===== config.mk =====
export PLATFORM = sky130hd
export DESIGN_NAME = fpes_seq
export DESIGN_NICKNAME = d
export VERILOG_FILES = /design/src/fpes_pkg.sv /design/src/fpes_merge.sv /design/src/fpes_seq.sv
export VERILOG_INCLUDE_DIRS = /design/src
export SDC_FILE = /design/constraint.sdc
export NUM_CORES = 1
export LEC_CHECK = 0
export ABC_AREA = 0
export BUFFER_PORTS_ARGS = -buffer_cell sky130_fd_sc_hd__buf_2
export CAP_MARGIN = 20
export CORE_ASPECT_RATIO = 1.2
export CORE_MARGIN = 5
export CORE_UTILIZATION = 30
export CTS_BUF_LIST = sky130_fd_sc_hd__clkbuf_4
export DETAILED_ROUTE_END_ITERATION = 8
export PLACE_DENSITY = 0.61
export SKIP_LAST_GASP = 1
export SLEW_MARGIN = 20
export SYNTH_ARGS = -nofsm -noshare
export SYNTH_HDL_FRONTEND = slang
export SYNTH_SLANG_ARGS = --single-unit

===== constraint.sdc =====
create_clock -name CLK_SYS -period 2.4 [get_ports CLK_SYS]
set_input_delay 0.12 -clock CLK_SYS [delete_from_list [all_inputs] [get_ports CLK_SYS]]
set_output_delay 0.12 -clock CLK_SYS [all_outputs]
set_load 0.05 [all_outputs]

===== src/fpes_map.svh =====
// Constants for the flash program and erase sequencer.
`ifndef FPES_MAP_SVH
`define FPES_MAP_SVH
`define FPES_CMD_LOCK 8'h00
`define FPES_CMD_UNLOCK1 8'h73
`define FPES_CMD_UNLOCK2 8'h8C
`define FPES_CMD_ERASE 8'h95
`define FPES_ERASED_WORD 16'hFFFF
`define FPES_PAGE_BYTES 2048
`define FPES_PAGE_LSB 11
`define FPES_ADDR_W 17
`define FPES_SECT_PAGES_LOG2 3
`define FPES_SECT_N 8
`endif


===== src/fpes_pkg.sv =====
// Types shared by the flash program and erase sequencer.
package fpes_pkg;
  typedef enum logic [1:0] {
    LK_LOCKED,
    LK_HALF,
    LK_OPEN
  } fpes_lock_t;
  typedef enum logic [2:0] {
    OP_IDLE,
    OP_READ,
    OP_MERGE,
    OP_PROG,
    OP_ERASE
  } fpes_op_t;
  typedef logic [15:0] fpes_word_t;
endpackage


===== src/fpes_merge.sv =====
// Byte to word merge unit in front of the flash programmer.
`timescale 1ns/100ps
module fpes_merge #(
  parameter int WA_W = 16
) (
  input wire logic clk,
  input wire logic rst_n,
  input wire logic clr,
  input wire logic wr,
  input wire logic [1:0] be,
  input wire logic [WA_W-1:0] waddr,
  input wire fpes_pkg::fpes_word_t wdata,
  input wire logic take,
  output logic vld,
  output logic [WA_W-1:0] vaddr,
  output fpes_pkg::fpes_word_t vdata
);
  import fpes_pkg::*;
  logic [1:0] have_r, have_nxt;
  logic [WA_W-1:0] addr_r, addr_nxt;
  fpes_word_t data_r, data_nxt;
  logic vld_r, vld_nxt;
  logic [1:0] base;

  // A lone byte waits for its partner byte of the same word.
  always_comb begin
    have_nxt = have_r;
    addr_nxt = addr_r;
    data_nxt = data_r;
    vld_nxt = vld_r;
    base = (addr_r == waddr) ? have_r : 2'h0;
    if (take) begin
      vld_nxt = 1'b0;
      have_nxt = 2'h0;
    end
    if (clr) begin
      vld_nxt = 1'b0;
      have_nxt = 2'h0;
    end else if (wr && !vld_r) begin
      addr_nxt = waddr;
      if (be[0]) begin
        data_nxt[7:0] = wdata[7:0];
      end
      if (be[1]) begin
        data_nxt[15:8] = wdata[15:8];
      end
      have_nxt = base | be;
      if ((base | be) == 2'h3) begin
        vld_nxt = 1'b1;
      end
    end
  end

  always_ff @(posedge clk) begin
    if (!rst_n) begin
      have_r <= 2'h0;
      addr_r <= '0;
      data_r <= 16'h0000;
      vld_r <= 1'b0;
    end else begin
      have_r <= have_nxt;
      addr_r <= addr_nxt;
      data_r <= data_nxt;
      vld_r <= vld_nxt;
    end
  end

  assign vld = vld_r;
  assign vaddr = addr_r;
  assign vdata = data_r;
endmodule // fpes_merge


===== src/fpes_seq.sv =====
// Flash program and erase sequencer with two-step unlock.
// How it works
// - Unlocked in-page word writes get programmed.
// - Erased words read as all ones.
// - Programming only clears bits to zero.
// - Program whole words; await partner byte.
// - Stall flash reads while programming.
// - Defer interrupts until programming ends.
// - Command 00h locks and leaves programming.
// - Refuse pages inside protected sectors.
// - Ignore writes outside the unlocked page.
// - Page erase sets whole 2 KB page.
// - Erase targets the selected page.
// - Erase stalls reads and defers interrupts.
`timescale 1ns/100ps
`include "fpes_map.svh"
module fpes_seq #(
  parameter int ADDR_W = `FPES_ADDR_W,
  parameter int PAGE_LSB = `FPES_PAGE_LSB,
  parameter int SECT_N = `FPES_SECT_N
) (
  input wire logic CLK_SYS,
  input wire logic RST_N,
  input wire logic CMD_WR,
  input wire logic [7:0] CMD_DATA,
  input wire logic PSEL_WR,
  input wire logic [7:0] PSEL_DATA,
  input wire logic MEM_WR,
  input wire logic [ADDR_W-1:0] MEM_ADDR,
  input wire logic [1:0] MEM_BE,
  input wire fpes_pkg::fpes_word_t MEM_WDATA,
  input wire logic [SECT_N-1:0] SECT_PROT,
  input wire fpes_pkg::fpes_word_t FL_RDATA,
  input wire logic FL_DONE,
  output logic MEM_RDY,
  output logic FL_RD,
  output logic FL_PROG,
  output logic FL_ERASE,
  output logic [ADDR_W-2:0] FL_ADDR,
  output fpes_pkg::fpes_word_t FL_WDATA,
  output logic READ_WAIT,
  output logic IRQ_DEFER,
  output logic UNLOCKED,
  output logic [7:0] PAGE_SEL
);
  import fpes_pkg::*;
  localparam int PG_W = ADDR_W - PAGE_LSB;
  localparam int WA_W = ADDR_W - 1;

  fpes_lock_t lock_r, lock_nxt;
  fpes_op_t op_r, op_nxt;
  logic [7:0] psel_r, psel_nxt;
  logic [WA_W-1:0] fa_r, fa_nxt;
  fpes_word_t fd_r, fd_nxt;
  logic m_vld;
  logic [WA_W-1:0] m_addr;
  fpes_word_t m_data;
  logic take, clr, in_page, mem_ok, erase_go;

  function automatic logic [PG_W-1:0] page_of(input logic [ADDR_W-1:0] a);
    page_of = a[ADDR_W-1:PAGE_LSB];
  endfunction

  function automatic logic prot_hit(input logic [7:0] p,
                                    input logic [SECT_N-1:0] prot);
    logic [7:0] s;
    s = p >> `FPES_SECT_PAGES_LOG2;
    prot_hit = (s < 8'(SECT_N)) ? prot[s[$clog2(SECT_N)-1:0]] : 1'b0;
  endfunction

  assign in_page = page_of(MEM_ADDR) == psel_r[PG_W-1:0];
  assign mem_ok = (lock_r == LK_OPEN) && in_page
    && !prot_hit(psel_r, SECT_PROT);
  assign clr = (lock_r != LK_OPEN);
  assign erase_go = CMD_WR && (lock_r == LK_OPEN)
    && (CMD_DATA == `FPES_CMD_ERASE)
    && !prot_hit(psel_r, SECT_PROT);
  // A word ready in the same cycle as an erase waits until the erase ends.
  assign take = (op_r == OP_IDLE) && m_vld && !erase_go;

  fpes_merge #(.WA_W(WA_W)) u_merge (
    .clk(CLK_SYS),
    .rst_n(RST_N),
    .clr(clr),
    .wr(MEM_WR && mem_ok && MEM_RDY),
    .be(MEM_BE),
    .waddr(MEM_ADDR[ADDR_W-1:1]),
    .wdata(MEM_WDATA),
    .take(take),
    .vld(m_vld),
    .vaddr(m_addr),
    .vdata(m_data)
  );

  // Unlock sequence, page select and command decoding.
  always_comb begin
    lock_nxt = lock_r;
    psel_nxt = psel_r;
    if (PSEL_WR && lock_r == LK_LOCKED) begin
      psel_nxt = PSEL_DATA;
    end
    if (CMD_WR && op_r == OP_IDLE) begin
      unique case (lock_r)
        LK_LOCKED: begin
          lock_nxt = (CMD_DATA == `FPES_CMD_UNLOCK1) ? LK_HALF : LK_LOCKED;
        end
        LK_HALF: begin
          lock_nxt = (CMD_DATA == `FPES_CMD_UNLOCK2) ? LK_OPEN : LK_LOCKED;
        end
        LK_OPEN: begin
          if (CMD_DATA == `FPES_CMD_LOCK) begin
            lock_nxt = LK_LOCKED;
          end
        end
      endcase
    end
  end

  always_ff @(posedge CLK_SYS) begin
    if (!RST_N) begin
      lock_r <= LK_LOCKED;
      psel_r <= 8'h00;
    end else begin
      lock_r <= lock_nxt;
      psel_r <= psel_nxt;
    end
  end

  // Operation sequencer: read old word, merge, program or erase.
  always_comb begin
    op_nxt = op_r;
    fa_nxt = fa_r;
    fd_nxt = fd_r;
    unique case (op_r)
      OP_IDLE: begin
        if (erase_go) begin
          fa_nxt = {psel_r[PG_W-1:0], {(PAGE_LSB-1){1'b0}}};
          fd_nxt = `FPES_ERASED_WORD;
          op_nxt = OP_ERASE;
        end else if (m_vld) begin
          fa_nxt = m_addr;
          fd_nxt = m_data;
          op_nxt = OP_READ;
        end
      end
      OP_READ: begin
        op_nxt = OP_MERGE;
      end
      OP_MERGE: begin
        fd_nxt = fd_r & FL_RDATA;
        op_nxt = OP_PROG;
      end
      OP_PROG, OP_ERASE: begin
        if (FL_DONE) begin
          op_nxt = OP_IDLE;
        end
      end
    endcase
  end

  always_ff @(posedge CLK_SYS) begin
    if (!RST_N) begin
      op_r <= OP_IDLE;
      fa_r <= '0;
      fd_r <= 16'h0000;
    end else begin
      op_r <= op_nxt;
      fa_r <= fa_nxt;
      fd_r <= fd_nxt;
    end
  end

  assign FL_RD = (op_r == OP_READ);
  assign FL_PROG = (op_r == OP_PROG);
  assign FL_ERASE = (op_r == OP_ERASE);
  assign FL_ADDR = fa_r;
  assign FL_WDATA = fd_r;
  assign READ_WAIT = (op_r != OP_IDLE) || m_vld;
  assign IRQ_DEFER = (op_r != OP_IDLE) || m_vld;
  assign MEM_RDY = !m_vld && (op_r == OP_IDLE);
  assign UNLOCKED = (lock_r == LK_OPEN);
  assign PAGE_SEL = psel_r;
endmodule // fpes_seq


==> results.json <==
{
  "synth_compound_area_frac": 0.230,
  "vdd_ir_drop_max_mv": 0.256,
  "synthMuxAreaShare": 0.0543,
  "clock_path_buffers": 2,
  "power.density_nw_per_um2": 453,
  "dr.first_iter.drc_count": 110,
  "worst_slack_ns": 0.128,
  "synth_nets": 516,
  "htree_levels": 3,
  "yosysSeqAreaShare": 0.409,
  "cts_sinks": 80,
  "path_clk_slew_ns": 0.13,
  "relSlewSlack": 0.624,
  "clk_latency_ns": 0.43,
  "period_needed_ns": 2.27,
  "io_buffers": 126,
  "gp_congestion": 0.790,
  "synth_top_family_by_area": "compound AO/OA/AOI/OAI gates",
  "layout.nets": 680,
  "finalMaxSlewViolations": 0,
  "grt_usage": 0.152,
  "cts_tree": "yes",
  "yosysTopAreaCellShare": 0.409,
  "syn_inst": 432,
  "synth-xor-area-share": 0.0492,
  "io_pins": 128,
  "holdWs_ns": 0.0335,
  "max-cap-violations": 0,
  "drive_gt1_frac": 0.323,
  "fin_cells": 765,
  "synth_fa_ha_area_frac": 0.00958,
  "synth_cell_types": 53,
  "synth_top_cell_by_area": "dfxtp_1",
  "crit_arrival_ns": 2.60,
  "status": "finished, final reports clean",
  "start_kind": "register",
  "yosys.area_share.simple": 0.199,
  "dp.cells": 706,
  "grt_pass1_vias": 3814,
  "firstDrtPassIters": 4,
  "total_leakage_power_nw": 2.18,
  "grt_pass1_wl_um": 18800,
  "num_vias": 3779,
  "required_ns": 2.72,
  "dpl.hpwl_um": 8400,
  "start_util": 0.308,
  "numCtsBuffers": 9,
  "area_growth_pct": 36.2,
  "synth_flop_cell": "dfxtp_1",
  "final_antenna_net_count": 0,
  "wl_per_cell_um": 15.2,
  "hold_viol": 0,
  "fin_util": 0.420,
  "synth.most_common_cell": "dfxtp_1",
  "core_area_um2": 12700,
  "grt_max_degree": 54,
  "max_freq_ghz": 0.440,
  "synth-seq-cells": 80,
  "setup_viol": 0,
  "dp_slack_ns": 0.103,
  "die_h_um": 135,
  "vias_per_cell": 4.94,
  "synth-async-reset-ratio": 0,
  "wl_um": 11600,
  "chipWidth_um": 114,
  "syn_area_um2": 3920,
  "row_count": 45,
  "period_share": 0.947,
  "globalRouteOverflowTotal": 0,
  "cts_root_buffer": "clkbuf_4",
  "synth_common_cells": "80 x dfxtp_1, 56 x nand2_1, 34 x nand3_1",
  "drc": 0,
  "fin_skew_ns": 0.0160,
  "crit_fanout": 14,
  "synth-edff-count": 0,
  "dieArea_um2": 15500,
  "path_class": "reg2reg",
  "rsz0062_at_grt": "yes",
  "total_power_w": 0.00242,
  "worst_pin_slew_ns": 0.564,
  "hp-class": "in2reg",
  "synth.area.top_cells": "dfxtp_1 41%, nand2_1 5.4%, a21boi_0 5.0%",
  "avgSynthCellArea_um2": 9.07,
  "critPathCaptureType": "register",
  "yosys_warnings": 0,
  "antenna_found_initial": 1
}
## cells in the final DEF (no fill, tap or decap), types with 15 or more instances in the layout
cell | netlist | final
a211o_1 | 15 | 15
a21boi_0 | 26 | 19
a21oi_1 | 18 | 18
a31o_2 | 15 | 15
buf_2 | 3 | 126
buf_4 | 5 | 15
dfxtp_1 | 80 | 77
dlygate4sd3_1 | 0 | 42
mux2i_1 | 19 | 19
nand2_1 | 56 | 56
nand3_1 | 34 | 34
nor2b_1 | 24 | 24
xor2_1 | 16 | 16
## final cells by class
cell class	instances	area, um2
Antenna cell	1	2.50
Clock buffer	9	67.6
Clock inverter	6	61.3
Fill cell	1307	7390
Inverter	9	37.5
Multi-Input combinational cell	311	2160
Sequential cell	80	1610
Tap cell	164	205
Timing Repair Buffer	185	1200
## stage by stage
stage	cell area (um2)	setup TNS (ns)
2_1_floorplan	3950	-1.61
5_1_grt	5340	-0.0537
4_1_cts	5310	0
6_report	5340	0
3_5_place_dp	4760	0
3_3_place_gp	4760	0
## sequential cells by signal, summed over array words and instances (netlist names)
signal,count
PAGE_SEL,8
u_merge.vaddr,16
op_r,3
FL_ADDR,16
lock_r,2
u_merge.vld,1
FL_WDATA,16
u_merge.have_r,2
u_merge.vdata,16
## power by group
part	leakage [nW]	internal [W]	switching, W	total [W]
clock network	0.0615	0.000306	0.000483	0.000789
logic	1.47	0.000141	0.000138	0.000279
registers	0.647	0.00134	0.0000137	0.00135
## path summary, 6_finish.rpt
path | startpoint | to | slack, ns | cells past startpoint
setup / recovery | op_r[1]$_SDFFE_PN0P_ | FL_ADDR[12]$_SDFFE_PN0P_ | 0.13 | 7
hold / removal | FL_RDATA[10] | FL_WDATA[10]$_SDFFE_PN0P_ | 0.03 | 3
setup reg to reg | op_r[1]$_SDFFE_PN0P_ | FL_ADDR[12]$_SDFFE_PN0P_ | 0.13 | 7
hold reg to reg | u_merge.vdata[12]$_SDFFE_PN0P_ | u_merge.vdata[12]$_SDFFE_PN0P_ | 0.47 | 2
## cell families (layout without fill, tap and decap cells)
| kind of cell | Yosys count | in the layout |
|---|---|---|
| xor+xnor | 22 | 22 |
| flops | 80 | 80 |
| simple gates | 155 | 155 |
| fa+ha+maj | 3 | 3 |
| other cells | 0 | 1 |
| mux | 21 | 21 |
| compound gates | 110 | 110 |
| buf+inv | 41 | 209 |
## timing repair
| action | 4_1_cts | 5_1_grt |
|---|---|---|
| hold buffers | 42 | 0 |
| endpoints found under the hold margin | 41 | 0 |
| gates resized for setup | 0 | 2 |
| setup buffers | 0 | 1 |
| setup endpoints to repair | 0 | 27 |
## critical path, cell delays in order (launching register included)
cell and delay (ns):
dfxtp_2 0.35, or3_4 0.41, or4b_4 0.56, a311oi_4 0.32, buf_12 0.18, nor2_1 0.05
a221oi_1 0.22, nor2b_1 0.07
## layer usage
metal	track usage	up-vias	wire [um]
met5	0	-	0
met4	0.0667	0	270
met3	0.0232	19	672
met2	0.263	111	5690
met1	0.185	1764	4970
li1	-	1885	-
(Power assumes the default switching activity.)
